**src/design/lsio_pkg.sv**
```systemverilog
// Package for the load status and input object bank
package lsio_pkg;

  // Object indices
  localparam logic [15:0] IDX_QUES = 16'h200B;
  localparam logic [15:0] IDX_STAT = 16'h200D;
  localparam logic [15:0] IDX_INPUT = 16'h2011;

  // Questionable word bit positions
  localparam int Q_VPROT = 0;
  localparam int Q_CTRIP = 1;
  localparam int Q_VTRIP = 2;
  localparam int Q_PTRIP = 3;
  localparam int Q_CPROT = 4;
  localparam int Q_TPROT = 5;
  localparam int Q_SENSE = 6;
  localparam int Q_MODE_I = 7;
  localparam int Q_MODE_V = 8;
  localparam int Q_MODE_R = 9;
  localparam int Q_CP = 10;
  localparam int Q_SOFT = 11;
  localparam int Q_HARD = 12;
  localparam int Q_INTLK = 13;
  localparam int Q_PWR_LOSS = 14;
  localparam int Q_IOF = 15;

  // Status word 0 bit positions
  localparam int S0_STANDBY = 0;
  localparam int S0_LIVE = 1;
  localparam int S0_CTRIP = 4;
  localparam int S0_VTRIP = 5;
  localparam int S0_PTRIP = 6;
  localparam int S0_SENSE = 7;
  localparam int S0_UVTRIP = 8;
  localparam int S0_START_FAIL = 12;
  localparam int S0_START_PEND = 13;
  localparam int S0_TERM_I = 16;
  localparam int S0_TERM_V = 17;
  localparam int S0_LIN_HOT = 18;
  localparam int S0_INTLK = 20;
  localparam int S0_DIODE_HOT = 23;
  localparam int S0_LINEFLT = 26;
  localparam int S0_RES_HOT = 27;
  localparam int S0_REG_LOST = 29;

  // Status word 1 bit positions
  localparam int S1_PHASE = 0;
  localparam int S1_FUSE = 1;
  localparam int S1_FAN = 2;
  localparam int S1_TMOD = 4;
  localparam int S1_TFILT = 5;
  localparam int S1_TCAP = 6;
  localparam int S1_TXFMR = 7;

  // Bits that may be nonzero; available slots read zero
  localparam logic [31:0] S0_MASK = 32'h7FDFFFF3;
  localparam logic [31:0] S1_MASK = 32'h000300F7;
  localparam logic [31:0] Q_MASK = 32'h0000FFFF;

  // Reset value of the input enable
  localparam logic INPUT_EN_RST = 1'b0;

  // Regulation mode one-hot
  typedef enum logic [3:0] {
    MODE_CUR = 4'h1,
    MODE_VOLT = 4'h2,
    MODE_RES = 4'h4,
    MODE_CP = 4'h8
  } lsio_mode_type;

  // Object access request
  typedef struct packed {
    logic rd;
    logic wr;
    logic [15:0] index;
    logic [31:0] wdata;
  } lsio_req_type;

  // Object access answer
  typedef struct packed {
    logic valid;
    logic err;
    logic [63:0] rdata;
  } lsio_rsp_type;

endpackage : lsio_pkg

```
**src/design/lsio_bank.sv**
```systemverilog
// Status object bank and input enable object of the electronic load
// Function
// - Questionable word readable, live, not held
// - Questionable read has no side effect
// - Hard fault bits 0, 4, 5, 6
// - Soft trip bits 1, 2, 3
// - Bits 7 to 10 regulation mode
// - Bit 11 ORs soft faults
// - Bit 12 ORs hard faults
// - Bits 13-15 interlock, power loss, io fault
// - Operation status readable, live, unaltered by read
// - Questionable derived from status flags and mode, temperature, power loss inputs, fixed layout
// - Word 0 bits 0, 1 standby, active
// - Word 0 bits 4-8 trips, sense, undervoltage
// - Word 0 bits 16, 17 terminal ratings
// - Word 0 bits 18, 23, 27 module heat
// - Word 0 bits 12, 13 target start
// - Word 0 bit 29 regulation lost
// - Word 1 phase, fuse, fan, temperatures
// - Input enable object; disabled means high impedance
module lsio_bank
  import lsio_pkg::*;
(
  // Clock and reset
  input wire logic clk,
  input wire logic rst,
  // Object access from the fieldbus slave
  input wire lsio_req_type req,
  output lsio_rsp_type rsp,
  // Raw conditions from the load (asynchronous)
  input wire logic [31:0] status0_raw,
  input wire logic [31:0] status1_raw,
  input wire logic [3:0] reg_mode_raw,
  input wire logic temp_protect_raw,
  input wire logic input_power_loss_raw,
  // Load input control
  output logic load_input_enable,
  output logic input_high_z
);

  logic [31:0] s0_meta_reg;
  logic [31:0] s0_sync_reg;
  logic [31:0] s1_meta_reg;
  logic [31:0] s1_sync_reg;
  logic [5:0] misc_meta_reg;
  logic [5:0] misc_sync_reg;
  logic [31:0] operation_status_word0;
  logic [31:0] operation_status_word1;
  logic [31:0] questionable_fault_word;
  logic any_soft_fault;
  logic any_hard_fault;
  logic [15:0] q_bits;
  logic enable_reg;
  logic [63:0] rdata_next;
  logic err_next;

  // Two-stage synchronisers for all raw conditions
  always_ff @(posedge clk or posedge rst) begin
    if (rst) begin
      s0_meta_reg <= 32'h00000000;
      s0_sync_reg <= 32'h00000000;
      s1_meta_reg <= 32'h00000000;
      s1_sync_reg <= 32'h00000000;
      misc_meta_reg <= 6'h00;
      misc_sync_reg <= 6'h00;
    end else begin
      s0_meta_reg <= status0_raw;
      s0_sync_reg <= s0_meta_reg;
      s1_meta_reg <= status1_raw;
      s1_sync_reg <= s1_meta_reg;
      misc_meta_reg <= {input_power_loss_raw, temp_protect_raw, reg_mode_raw};
      misc_sync_reg <= misc_meta_reg;
    end
  end

  // Live status words, available slots forced to zero
  // mapped through S0_MASK and S1_MASK
  assign operation_status_word0 = s0_sync_reg & S0_MASK;
  assign operation_status_word1 = s1_sync_reg & S1_MASK;

  // Questionable word built from the status flags and the synchronised mode, temperature and power loss inputs
  // status subset plus mode, temperature, power loss
  always_comb begin
    q_bits = 16'h0000;
    q_bits[Q_VPROT] = operation_status_word0[S0_TERM_V];
    q_bits[Q_CPROT] = operation_status_word0[S0_TERM_I];
    q_bits[Q_TPROT] = misc_sync_reg[4];
    q_bits[Q_SENSE] = operation_status_word0[S0_SENSE];
    q_bits[Q_CTRIP] = operation_status_word0[S0_CTRIP];
    q_bits[Q_VTRIP] = operation_status_word0[S0_VTRIP];
    q_bits[Q_PTRIP] = operation_status_word0[S0_PTRIP];
    q_bits[Q_MODE_I] = misc_sync_reg[0];
    q_bits[Q_MODE_V] = misc_sync_reg[1];
    q_bits[Q_MODE_R] = misc_sync_reg[2];
    q_bits[Q_CP] = misc_sync_reg[3];
    q_bits[Q_INTLK] = operation_status_word0[S0_INTLK];
    q_bits[Q_PWR_LOSS] = misc_sync_reg[5];
    q_bits[Q_IOF] = operation_status_word0[S0_LINEFLT];
    q_bits[Q_SOFT] = q_bits[Q_CTRIP] | q_bits[Q_VTRIP] | q_bits[Q_PTRIP];
    q_bits[Q_HARD] = q_bits[Q_VPROT] | q_bits[Q_CPROT] | q_bits[Q_TPROT]
      | q_bits[Q_SENSE];
  end

  assign any_soft_fault = q_bits[Q_SOFT];
  assign any_hard_fault = q_bits[Q_HARD];
  assign questionable_fault_word = {16'h0000, q_bits};

  // Input enable object, written only by its index
  // input enable write
  always_ff @(posedge clk or posedge rst) begin
    if (rst) begin
      enable_reg <= INPUT_EN_RST;
    end else if (req.wr && req.index == IDX_INPUT) begin
      enable_reg <= req.wdata[0];
    end
  end

  assign load_input_enable = enable_reg;
  assign input_high_z = ~enable_reg;

  // Read decode; reads change nothing
  // read without side effect
  always_comb begin
    rdata_next = 64'h0000000000000000;
    err_next = 1'b0;
    if (req.index == IDX_QUES) begin
      rdata_next = {32'h00000000, questionable_fault_word};
      err_next = req.wr;
    end else if (req.index == IDX_STAT) begin
      rdata_next = {operation_status_word1, operation_status_word0};
      err_next = req.wr;
    end else if (req.index == IDX_INPUT) begin
      rdata_next = {63'h0, enable_reg};
    end else begin
      err_next = 1'b1;
    end
  end

  // Registered answer one cycle after request
  always_ff @(posedge clk or posedge rst) begin
    if (rst) begin
      rsp <= '0;
    end else begin
      rsp.valid <= req.rd | req.wr;
      rsp.err <= (req.rd | req.wr) & err_next;
      rsp.rdata <= req.rd ? rdata_next : 64'h0000000000000000;
    end
  end

  // Assertions
  // questionable word live
  property p_ques_live;
    @(posedge clk) disable iff (rst)
    questionable_fault_word[15:0] == q_bits
      && questionable_fault_word[31:16] == 16'h0000;
  endproperty
  a_ques_live: assert property (p_ques_live) else $error("ques");

  property p_ques_read;
    @(posedge clk) disable iff (rst)
    (req.rd && req.index == IDX_QUES)
      |=> rsp.valid
        && rsp.rdata == {32'h00000000, $past(questionable_fault_word)};
  endproperty
  a_ques_read: assert property (p_ques_read) else $error("ques read");

  property p_read_no_change;
    @(posedge clk) disable iff (rst)
    (req.rd && !req.wr) ##1 ($stable(s0_sync_reg) && $stable(misc_sync_reg))
      |-> $stable(q_bits);
  endproperty
  a_read_no_change: assert property (p_read_no_change)
    else $error("read altered");

  property p_hard_map;
    @(posedge clk) disable iff (rst)
    q_bits[Q_VPROT] == s0_sync_reg[S0_TERM_V]
      && q_bits[Q_CPROT] == s0_sync_reg[S0_TERM_I]
      && q_bits[Q_TPROT] == misc_sync_reg[4]
      && q_bits[Q_SENSE] == s0_sync_reg[S0_SENSE];
  endproperty
  a_hard_map: assert property (p_hard_map) else $error("hard map");

  property p_soft_map;
    @(posedge clk) disable iff (rst)
    q_bits[3:1] == s0_sync_reg[6:4];
  endproperty
  a_soft_map: assert property (p_soft_map) else $error("soft map");

  property p_mode_map;
    @(posedge clk) disable iff (rst)
    !$past(rst, 2) |-> $past(reg_mode_raw, 2) == q_bits[10:7]
      || $changed(misc_sync_reg);
  endproperty
  a_mode_map: assert property (p_mode_map) else $error("mode map");

  property p_soft_or;
    @(posedge clk) disable iff (rst)
    any_soft_fault == (|questionable_fault_word[3:1]);
  endproperty
  a_soft_or: assert property (p_soft_or) else $error("soft or");

  property p_hard_or;
    @(posedge clk) disable iff (rst)
    any_hard_fault
      == (questionable_fault_word[0] | (|questionable_fault_word[6:4]));
  endproperty
  a_hard_or: assert property (p_hard_or) else $error("hard or");

  property p_iface_map;
    @(posedge clk) disable iff (rst)
    q_bits[Q_INTLK] == s0_sync_reg[S0_INTLK]
      && q_bits[Q_PWR_LOSS] == misc_sync_reg[5]
      && q_bits[Q_IOF] == s0_sync_reg[S0_LINEFLT];
  endproperty
  a_iface_map: assert property (p_iface_map) else $error("iface map");

  property p_ques_subset;
    @(posedge clk) disable iff (rst)
    (q_bits[3:1] & ~operation_status_word0[6:4]) == 3'b000
      && (!q_bits[Q_INTLK] || operation_status_word0[S0_INTLK])
      && (!q_bits[Q_IOF] || operation_status_word0[S0_LINEFLT]);
  endproperty
  a_ques_subset: assert property (p_ques_subset)
    else $error("ques subset");

  property p_avail_zero;
    @(posedge clk) disable iff (rst)
    (operation_status_word0 & ~S0_MASK) == 32'h00000000
      && (operation_status_word1 & ~S1_MASK) == 32'h00000000;
  endproperty
  a_avail_zero: assert property (p_avail_zero) else $error("avail");

  property p_stat_read;
    @(posedge clk) disable iff (rst)
    (req.rd && req.index == IDX_STAT)
      |=> rsp.valid
        && rsp.rdata[63:32] == $past(operation_status_word1)
        && rsp.rdata[31:0] == $past(operation_status_word0);
  endproperty
  a_stat_read: assert property (p_stat_read) else $error("stat read");

  property p_word0_state;
    @(posedge clk) disable iff (rst)
    (req.rd && req.index == IDX_STAT)
      |=> rsp.rdata[1:0] == $past(s0_sync_reg[1:0]);
  endproperty
  a_word0_state: assert property (p_word0_state)
    else $error("word0 state");

  property p_word0_trip;
    @(posedge clk) disable iff (rst)
    (req.rd && req.index == IDX_STAT)
      |=> rsp.rdata[8:4] == $past(s0_sync_reg[8:4]);
  endproperty
  a_word0_trip: assert property (p_word0_trip)
    else $error("word0 trip");

  property p_word0_term;
    @(posedge clk) disable iff (rst)
    (req.rd && req.index == IDX_STAT)
      |=> rsp.rdata[17:16] == $past(s0_sync_reg[17:16]);
  endproperty
  a_word0_term: assert property (p_word0_term)
    else $error("word0 term");

  property p_word0_heat;
    @(posedge clk) disable iff (rst)
    (req.rd && req.index == IDX_STAT)
      |=> rsp.rdata[S0_LIN_HOT] == $past(s0_sync_reg[S0_LIN_HOT])
        && rsp.rdata[S0_DIODE_HOT] == $past(s0_sync_reg[S0_DIODE_HOT])
        && rsp.rdata[S0_RES_HOT] == $past(s0_sync_reg[S0_RES_HOT]);
  endproperty
  a_word0_heat: assert property (p_word0_heat)
    else $error("word0 heat");

  property p_word0_start;
    @(posedge clk) disable iff (rst)
    (req.rd && req.index == IDX_STAT)
      |=> rsp.rdata[13:12] == $past(s0_sync_reg[13:12]);
  endproperty
  a_word0_start: assert property (p_word0_start)
    else $error("word0 start");

  property p_word0_reg;
    @(posedge clk) disable iff (rst)
    (req.rd && req.index == IDX_STAT)
      |=> rsp.rdata[S0_REG_LOST] == $past(s0_sync_reg[S0_REG_LOST]);
  endproperty
  a_word0_reg: assert property (p_word0_reg)
    else $error("word0 reg");

  property p_word1_flt;
    @(posedge clk) disable iff (rst)
    (req.rd && req.index == IDX_STAT)
      |=> rsp.rdata[34:32] == $past(s1_sync_reg[2:0])
        && rsp.rdata[39:36] == $past(s1_sync_reg[7:4]);
  endproperty
  a_word1_flt: assert property (p_word1_flt)
    else $error("word1 faults");

  property p_enable_write;
    @(posedge clk) disable iff (rst)
    (req.wr && req.index == IDX_INPUT)
      |=> load_input_enable == $past(req.wdata[0])
        && input_high_z == !$past(req.wdata[0]);
  endproperty
  a_enable_write: assert property (p_enable_write)
    else $error("enable write");

  property p_ro_write;
    @(posedge clk) disable iff (rst)
    (req.wr && (req.index == IDX_QUES || req.index == IDX_STAT))
      |=> rsp.err;
  endproperty
  a_ro_write: assert property (p_ro_write) else $error("ro write");

  // Main scenarios reached
  c_ques_read: cover property (@(posedge clk) req.rd && req.index == IDX_QUES);
  c_stat_read: cover property (@(posedge clk) req.rd && req.index == IDX_STAT);
  c_hard: cover property (@(posedge clk) any_hard_fault);
  c_soft: cover property (@(posedge clk) any_soft_fault);
  c_enable: cover property (@(posedge clk) $rose(load_input_enable));

endmodule // lsio_bank

```
**config.mk**
```make
export PLATFORM = sky130hd
export DESIGN_NAME = lsio_bank
export DESIGN_NICKNAME = d
export VERILOG_FILES = /design/src/design/lsio_pkg.sv /design/src/design/lsio_bank.sv
export SDC_FILE = /design/constraint.sdc
export NUM_CORES = 1
export LEC_CHECK = 0
export BUFFER_PORTS_ARGS = -buffer_cell sky130_fd_sc_hd__buf_2
export CORE_ASPECT_RATIO = 1.25
export CORE_MARGIN = 2
export CORE_UTILIZATION = 41
export CTS_CLUSTER_SIZE = 20
export DETAILED_ROUTE_END_ITERATION = 10
export PLACE_DENSITY_LB_ADDON = 0.2
export REMOVE_ABC_BUFFERS = 1
export SLEW_MARGIN = 40
export SYNTH_ARGS = -nofsm -noshare
export SYNTH_HDL_FRONTEND = slang
export SYNTH_SLANG_ARGS = --single-unit
```
**constraint.sdc**
```tcl
create_clock -name clk -period 3.6 [get_ports clk]
set_input_delay 0 -clock clk [delete_from_list [all_inputs] [get_ports clk]]
set_output_delay 0 -clock clk [all_outputs]
set_load 0.01 [all_outputs]
```
==> impl_metrics.tcl, run 1 <==
set metrics [dict create \
    path_max_fanout 14 \
    r2r_slack_ns 2.64 \
    drt_iter0_markers 125 \
    drt_wl_total_um 6600 \
    die-height_um 114 \
    timing.fmax_mhz 640 \
    fp.dieW_um 92.0 \
    ir_drop_mv 0.388 \
    syn_area_sq_mm 0.00397 \
    ys_seq_elements 128 \
    swShare_pct 19.2 \
    synthTopCellsByArea "dfrtp_1 81%, buf_4 5.3%, and2_1 3.6%" \
    layout_commonest_cell "dfrtp_1" \
    diodes 0 \
    clockRootBuffer "clkbuf_16" \
    status "finished clean" \
    crit_arrival_ns 1.86 \
    area_growth_pct 40.9 \
    yosys.area.top_type "dfrtp_1" \
    avgViaCountPerCell 4.06 \
    dp_hpwl_um 3780 \
    start_util_pct 41.7 \
    synth_top_area_share_pct 80.8 \
    slew-limit-headroom_pct 55.9 \
    htreeDepth 4 \
    grt_first_pass_wirelength_um 10900 \
    io_buffers 106 \
    postLayoutCellArea_sq_mm 0.00559 \
    p_sw_mw 0.619 \
    gp_congestion 0.645 \
    dieArea_sq_mm 0.0105 \
    pwr-share-seq_pct 46.7 \
    rsz0062_at_grt "false" \
    syn_inst 240 \
    synth.distinct_cells 28 \
    nets 528 \
    cts_buffers 17 \
    end_kind "flop" \
    yosysWarnings 0 \
    start_kind "input pin" \
    clock_latency_ns 0.41 \
    required_ns 3.90 \
    num_vias 2205 \
    total_power_mw 3.22 \
    core_sq_mm 0.00951 \
    gr-total-overflow 0 \
    grt_max_degree 129 \
    clkTransAtPathRegs_ns 0.05 \
    clockBufferDepth 2 \
    drt.antenna.violating_nets 0 \
    tns_ns 0 \
    tightest_slew_ns 0.661 \
    postPlaceCellArea_sq_mm 0.00452 \
    p_int_mw 2.60 \
    period_share_pct 43.4 \
    grtUsageTotal_pct 14.0 \
    hold_violations 0 \
    firstDrtPassIters 4 \
    cp_cell_sequence "dlygate4sd3_1 -> buf_2 -> nor2_1 -> and3_1 -> o21bai_1 -> o221a_2" \
    cts.sinks 128 \
    wl_per_cell_um 12.1 \
    setup_viol_count_final 0 \
    grt_pass1_vias 2301 \
    cts_tree "done" \
    drive_above_1_share_pct 34.3 \
    drv_slew 0 \
    min_path_type "in2reg" \
    layout_common_cells "128 x dfrtp_1, 106 x buf_2, 49 x dlygate4sd3_1" \
    clkPwrFrac_pct 49.2 \
    row_count 40 \
    cap_violations 0 \
    yosysSeqAreaShare_pct 80.8 \
    fin_skew_ns 0.0188 \
    p_leak_nw 2.81 \
    crit_slowest_cell "and3_1" \
    pwr-share-comb_pct 4.1 \
    crit_type "in2reg" \
    avgSynthCellArea_sq_um 16.5 \
    largest_reg_flops 41 \
    power_density_mw_per_mm2 577 \
    postCtsSetupBuffers 0 \
    grt_antenna_before_repair 0 \
    io_pins 190 \
    drcViolationCount 0 \
    min_period_ns 1.56 \
    max_stage_delay_ns 0.56 \
]
## cells in the mapped netlist
cell type and instances:
nor4_4 1, o41ai_1 1, nand4_4 1, nor2_1 14
mux2_2 1, o31ai_1 1, a21oi_1 2, buf_2 3
and3_1 4, conb_1 1, a32o_1 1, or2_2 1
nor3b_1 1, nor3_1 1, a22oi_1 12, clkbuf_1 1
inv_1 4, nor2_4 1, o21bai_1 1, nor3b_2 1
o221a_2 1, nand3_1 2, nand2_1 3, nor2b_1 1
buf_4 28, dfrtp_1 128, nor4b_4 1, and2_1 23
## cell type report
type                    instances  area, sq um
clock buffers                  25          515
repair buffers                155         1020
flip-flops and latches        128         3200
clock inverters                 5         52.6
fillers                       795         3920
inverters                       4         27.5
well taps                     126          158
multi-input cells             100          608
## stage by stage
step	std cells	utilization, %	hold slack (ns)	setup slack (ns)
after CTS	543	58.7	0.0136	2.07
final	543	58.7	0.0194	2.04
after global routing	543	58.7	0.0263	1.87
after floorplan	232	-	0.0314	0.187
after global placement	464	47.5	0.108	2.03
after detailed placement	464	47.6	0.109	2.02
## power groups by stage
stage / registers [mW] / clock network, mW / logic (mW)
floorplan: 1.53 / 0 / 0.0427
global placement: 1.53 / 0 / 0.0879
CTS: 1.50 / 1.63 / 0.132
global route: 1.51 / 1.70 / 0.148
finish: 1.50 / 1.59 / 0.131
detailed placement: 1.53 / 0 / 0.0911
## layer usage
metal	wire length (um)	global-route usage (%)	up-vias
met5	0	0	-
met4	132	6.87	0
met3	442	5.55	12
met2	3420	22.8	100
met1	2600	16.1	1034
li1	-	-	1059
## final timing paths
path / from / endpoint / cells after the start
worst min-delay path: req[49] / rsp[12]$_DFF_PP0_ / 3
worst max-delay path: req[37] / rsp[64]$_DFF_PP0_ / 6
max in group asynchronous: rst / load_input_enable$_DFFE_PP0P_ / 3
min in group asynchronous: rst / s1_meta_reg[5]$_DFF_PP0_ / 3
worst max register to register: s0_sync_reg[17]$_DFF_PP0_ / rsp[12]$_DFF_PP0_ / 2
worst min register to register: s0_meta_reg[17]$_DFF_PP0_ / s0_sync_reg[17]$_DFF_PP0_ / 0
## repair_timing
| action | in CTS | in global routing |
|---|---|---|
| setup endpoints to repair | 0 | 0 |
| hold buffers | 49 | 0 |
| hold endpoints to repair | 175 | 0 |
| resized for setup | 0 | 0 |
## worst max-delay path, delay by kind of cell
family	cells	cell delay, ns
buffers and inverters	2	0.66
and+or+nand+nor	2	0.75
AOI/OAI and AO/OA	2	0.44
## cells by family (layout without fill, tap and decap cells)
| group | after synthesis | count (layout) | share of synthesized area (%) |
|---|---|---|---|
| muxes | 1 | 1 | 0.284 |
| other | 1 | 25 | 0.0946 |
| buffers and inverters | 36 | 189 | 6.15 |
| AOI/OAI and AO/OA | 19 | 19 | 3.66 |
| DFF | 128 | 128 | 80.8 |
| and+or+nand+nor | 55 | 55 | 9.02 |
(Power assumes the default switching activity.)
==> inputs of run 2 (changes only) <==
--- a/config.mk
+++ b/config.mk
@@ -5,10 +5,11 @@
 export SDC_FILE = /design/constraint.sdc
 export NUM_CORES = 1
 export LEC_CHECK = 0
+export ABC_AREA = 1
 export BUFFER_PORTS_ARGS = -buffer_cell sky130_fd_sc_hd__buf_2
 export CORE_ASPECT_RATIO = 1.25
 export CORE_MARGIN = 2
-export CORE_UTILIZATION = 41
+export CORE_UTILIZATION = 42
 export CTS_CLUSTER_SIZE = 20
 export DETAILED_ROUTE_END_ITERATION = 10
 export PLACE_DENSITY_LB_ADDON = 0.2
==> constraint.sdc (replaced) <==
create_clock -name clk -period 1.3 [get_ports clk]
set_input_delay 0 -clock clk [delete_from_list [all_inputs] [get_ports clk]]
set_output_delay 0 -clock clk [all_outputs]
set_load 0.01 [all_outputs]
==> impl_metrics.tcl, run 2 <==
set metrics [dict create \
    status "finished clean" \
    power_density_mw_per_mm2 1610 \
    drive_above_1_share_pct 36.9 \
    clockRootBuffer "clkbuf_16" \
    diodes 0 \
    yosysWarnings 0 \
    core_sq_mm 0.00966 \
    yosysMostFrequentCell "dfrtp_1" \
    num_vias 2625 \
    synth_top_area_share_pct 76.5 \
    clock_latency_ns 0.40 \
    ys.flop_type "dfrtp_1" \
    grt_first_pass_wirelength_um 12000 \
    drv_slew 0 \
    cap_violations 0 \
    setup_viol_count_final 0 \
    hold-path-cell-count 4 \
    min_path_type "in2reg" \
    min_period_ns 1.17 \
    clockBufferDepth 2 \
    synth-async-reset-ratio_pct 100 \
    gp_congestion 0.789 \
    fill_cells 770 \
    cts.sinks 128 \
    synth.distinct_cells 23 \
    htreeDepth 4 \
    synthTopCellsByArea "dfrtp_1 77%, nand2_1 4.7%, buf_4 4.5%" \
    fp.dieW_um 93.3 \
    cp_cell_sequence "dlygate4sd3_1 -> buf_2 -> inv_1 -> nor2_2 -> nand2_1 -> dlygate4sd3_1 -> o21ai_0" \
    postPlaceCellArea_sq_mm 0.00485 \
    grt_pass1_vias 2601 \
    layout_commonest_cell "dfrtp_1" \
    start_util_pct 43.3 \
    start_kind "input pin" \
    avgSynthCellArea_sq_um 13.4 \
    fin_skew_ns 0.00511 \
    layout_common_cells "128 x dfrtp_1, 106 x buf_2, 52 x nand2_1" \
    die-height_um 116 \
    end_kind "flop" \
    nets 610 \
    drt.antenna.violating_nets 0 \
    grt_max_degree 41 \
    max_stage_delay_ns 0.55 \
    cts_buffers 17 \
    final_util_pct 61.9 \
    yosys.area.top_type "dfrtp_1" \
    r2r_cells 4 \
    place_ws_ns 0.116 \
    total_power_mw 9.60 \
    grtUsageTotal_pct 15.3 \
    drt_wl_total_um 7520 \
    largest_reg_flops 41 \
    ir_drop_mv 1.44 \
    yosysSeqAreaShare_pct 76.5 \
    required_ns 1.62 \
    row_count 40 \
    postCtsSetupBuffers 0 \
    crit_slowest_cell "dlygate4sd3_1" \
    clkTransAtPathRegs_ns 0.05 \
    timing.fmax_mhz 853 \
    drt_iter0_markers 65 \
    synth_edf_count 0 \
    ys_seq_elements 128 \
    crit_type "in2reg" \
    crit_arrival_ns 1.49 \
    gr-total-overflow 0 \
    syn_area_sq_mm 0.00419 \
    hold_violations 0 \
    io_buffers 106 \
    fin_ws_ns 0.128 \
    period_share_pct 90.2 \
    dieArea_sq_mm 0.0108 \
    postLayoutCellArea_sq_mm 0.00597 \
    fin_cells 627 \
    cpMostUsedCell "dlygate4sd3_1" \
    dp_hpwl_um 4980 \
    drcViolationCount 0 \
    area_growth_pct 42.7 \
    grt_antenna_before_repair 0 \
    io_pins 190 \
    avgViaCountPerCell 4.19 \
    p_leak_nw 3.15 \
    dp_cells 548 \
    path_max_fanout 3 \
    cts_tree "done" \
    syn_inst 312 \
    firstDrtPassIters 4 \
    wl_per_cell_um 12.0 \
    synth_common_cells "128 x dfrtp_1, 52 x nand2_1, 25 x buf_4" \
    rsz0062_at_grt "false" \
]
==> run 2: final timing paths <==
| kind | from | endpoint | slack [ns] |
|---|---|---|---|
| max | req[48] | load_input_enable$_DFFE_PP0P_ | 0.13 |
| min | req[49] | rsp[6]$_DFF_PP0_ | 0.06 |
| max reg2reg | s0_sync_reg[17]$_DFF_PP0_ | rsp[12]$_DFF_PP0_ | 0.39 |
| min reg2reg | s0_meta_reg[1]$_DFF_PP0_ | s0_sync_reg[1]$_DFF_PP0_ | 0.34 |
| max in group asynchronous | rst | s0_sync_reg[19]$_DFF_PP0_ | 0.62 |
| min in group asynchronous | rst | s1_sync_reg[17]$_DFF_PP0_ | 0.17 |
==> run 2: critical path, delay by kind of cell <==
family,cells,cell delay [ns]
compound gates,1,0.08
buf+inv,4,1.26
simple gates,2,0.17
==> run 2: cell type report <==
class	count	area (sq um)	share of cell area, %
Clock buffer	23	498	8.34
Timing Repair Buffer	165	1120	18.7
Clock inverter	9	153	2.55
Tap cell	126	158	2.64
Inverter	18	73.8	1.24
Sequential cell	128	3200	53.6
Multi-Input combinational cell	158	773	12.9
==> run 2: what timing repair did <==
item | in CTS | in global routing
endpoints found under the hold margin | 174 | 0
endpoints found under the setup margin | 0 | 1
hold buffers | 47 | 0
gates resized for setup | 0 | 1
==> run 2: routing by layer <==
| metal | share of wire, % | vias to the layer above | wire length [um] | GRT usage, % |
|---|---|---|---|---|
| met5 | 0 | - | 0 | 0 |
| met4 | 1.8 | 0 | 138 | 8.33 |
| met3 | 5.9 | 15 | 443 | 5.72 |
| met2 | 54 | 90 | 4070 | 25.9 |
| met1 | 38 | 1258 | 2860 | 16.5 |
| li1 | - | 1262 | - | - |
==> run 2: through the flow <==
stage | hold WS, ns | TNS [ns]
2_1_floorplan | 0.0314 | -270.42
3_3_place_gp | 0.0187 | 0
3_5_place_dp | 0.0276 | 0
4_1_cts | 0.0440 | 0
5_1_grt | 0.0803 | 0
6_report | 0.0615 | 0
==> run 2: cells by family (layout without fill, tap and decap cells) <==
group	count (synthesis)	after routing	synth area share, %
flip-flops	128	128	76.5
AND/OR/NAND/NOR	117	117	14.0
buffers and inverters	50	215	7.23
AO/OA/AOI/OAI	16	16	2.21
other	1	25	0.0896
==> run 2: report_power, final <==
part / leakage, nW / internal, mW / switching (mW) / total [mW]
logic: 1.27 / 0.202 / 0.210 / 0.412
registers: 1.58 / 4.13 / 0.0412 / 4.17
clock network: 0.311 / 3.46 / 1.57 / 5.02
total: 3.15 / 7.78 / 1.82 / 9.60
==> inputs of run 3 (changes only) <==
--- a/config.mk
+++ b/config.mk
@@ -9,8 +9,7 @@
 export BUFFER_PORTS_ARGS = -buffer_cell sky130_fd_sc_hd__buf_2
 export CORE_ASPECT_RATIO = 1.25
 export CORE_MARGIN = 2
-export CORE_UTILIZATION = 42
-export CTS_CLUSTER_SIZE = 20
+export CORE_UTILIZATION = 40
 export DETAILED_ROUTE_END_ITERATION = 10
 export PLACE_DENSITY_LB_ADDON = 0.2
 export REMOVE_ABC_BUFFERS = 1
==> impl_metrics.tcl, run 3 (same netlist as run 2, synthesis figures left out) <==
set metrics [dict create \
    crit_type "in2reg" \
    fill_cells 859 \
    layout_common_cells "128 x dfrtp_1, 106 x buf_2, 52 x nand2_1" \
    ir_drop_mv 0.850 \
    rsz0062_at_grt "false" \
    drt.antenna.violating_nets 0 \
    wl_per_cell_um 11.8 \
    end_kind "flop" \
    clkTransAtPathRegs_ns 0.05 \
    fin_ws_ns 0.0829 \
    power_density_mw_per_mm2 1520 \
    die-height_um 118 \
    min_period_ns 1.22 \
    start_kind "input pin" \
    p_leak_nw 3.11 \
    clock_latency_ns 0.40 \
    period_share_pct 93.6 \
    gp_congestion 0.735 \
    cts_tree "done" \
    grt_max_degree 46 \
    row_count 41 \
    grt_antenna_before_repair 0 \
    largest_reg_flops 41 \
    fp.dieW_um 95.5 \
    dp_cells 548 \
    drcViolationCount 0 \
    htreeDepth 4 \
    diodes 0 \
    place_ws_ns 0.105 \
    dp_hpwl_um 4950 \
    clockRootBuffer "clkbuf_16" \
    drv_slew 0 \
    timing.fmax_mhz 822 \
    tns_ns 0 \
    fin_cells 627 \
    status "finished clean" \
    avgViaCountPerCell 4.11 \
    layout_commonest_cell "dfrtp_1" \
    dieArea_sq_mm 0.0113 \
    hold_violations 0 \
    grtUsageTotal_pct 14.8 \
    setup_viol_count_final 0 \
    cts.sinks 128 \
    fin_skew_ns 0.00944 \
    io_pins 190 \
    grt_first_pass_wirelength_um 12300 \
    cts_buffers 17 \
    required_ns 1.62 \
    area_growth_pct 40.6 \
    drive_above_1_share_pct 36.1 \
    path_max_fanout 3 \
    num_vias 2579 \
    min_path_type "in2reg" \
    core_sq_mm 0.0102 \
    firstDrtPassIters 4 \
    start_util_pct 41.2 \
    io_buffers 106 \
    grt_pass1_vias 2657 \
    crit_arrival_ns 1.53 \
    clockBufferDepth 2 \
    cap_violations 0 \
    drt_iter0_markers 87 \
    nets 607 \
    drt_wl_total_um 7410 \
    gr-total-overflow 0 \
    postCtsSetupBuffers 0 \
]
-- run 3: changes by cell type in the layout (fill, tap and decap cells not counted), sizes merged --
cell      change
clkinv        +4
buf           -3
bufinv        -3
clkinvlp      -1
-- run 3: through the flow --
stage	hold WS, ns	area (sq um)	util [%]	power (mW)
detailed placement	0.0411	4840	47.7	4.54
finish	0.0663	5890	57.9	8.94
global placement	0.0311	4840	47.7	4.53
CTS	0.0424	5890	57.9	9.06
floorplan	0.0314	4040	-	4.37
global route	0.0695	5890	57.9	9.34
-- run 3: repair_timing --
action,CTS,global route
hold buffers,47,0
resized for setup,0,0
hold endpoints to repair,174,0
-- run 3: final timing paths --
kind                       slack (ns)                       endpoint                       start  depth (start not counted)
setup / recovery                 0.08  load_input_enable$_DFFE_PP0P_                     req[48]                          7
hold / removal                   0.07               rsp[6]$_DFF_PP0_                     req[49]                          4
setup reg to reg                 0.32              rsp[12]$_DFF_PP0_   s0_sync_reg[17]$_DFF_PP0_                          4
hold reg to reg                  0.34     misc_sync_reg[0]$_DFF_PP0_  misc_meta_reg[0]$_DFF_PP0_                          0
max in group asynchronous        0.60       s1_sync_reg[4]$_DFF_PP0_                         rst                          4
min in group asynchronous        0.17       s1_meta_reg[7]$_DFF_PP0_                         rst                          3
-- run 3: critical path, cell delays in order --
cell and delay (ns):
dlygate4sd3_1 0.52, buf_2 0.13, inv_1 0.04, nor2_1 0.14, nand2_1 0.07, dlygate4sd3_1 0.56, o21ai_0 0.07
-- run 3: routing by layer --
layer	part of all wire [%]	track usage [%]
met1	39	17.2
met5	0	0
met4	2.2	7.68
met3	5.6	4.53
met2	53	24.3
-- run 3: power by group --
| part | total [mW] | switching (mW) | leakage (nW) | internal (mW) |
|---|---|---|---|---|
| Combinational | 0.407 | 0.209 | 1.26 | 0.198 |
| Sequential | 4.17 | 0.0384 | 1.58 | 4.13 |
| Clock | 4.37 | 1.55 | 0.279 | 2.82 |
| Total | 8.94 | 1.80 | 3.11 | 7.15 |
-- run 3: area by class of cell --
class / count / area, sq um / share of cell area, %
inverter: 18 / 73.8 / 1.25
sequential: 128 / 3200 / 54.4
timing repair buffer: 162 / 1110 / 18.8
tap: 129 / 161 / 2.74
multi-input combinational: 158 / 771 / 13.1
clock inverter: 9 / 82.6 / 1.40
clock buffer: 23 / 488 / 8.29
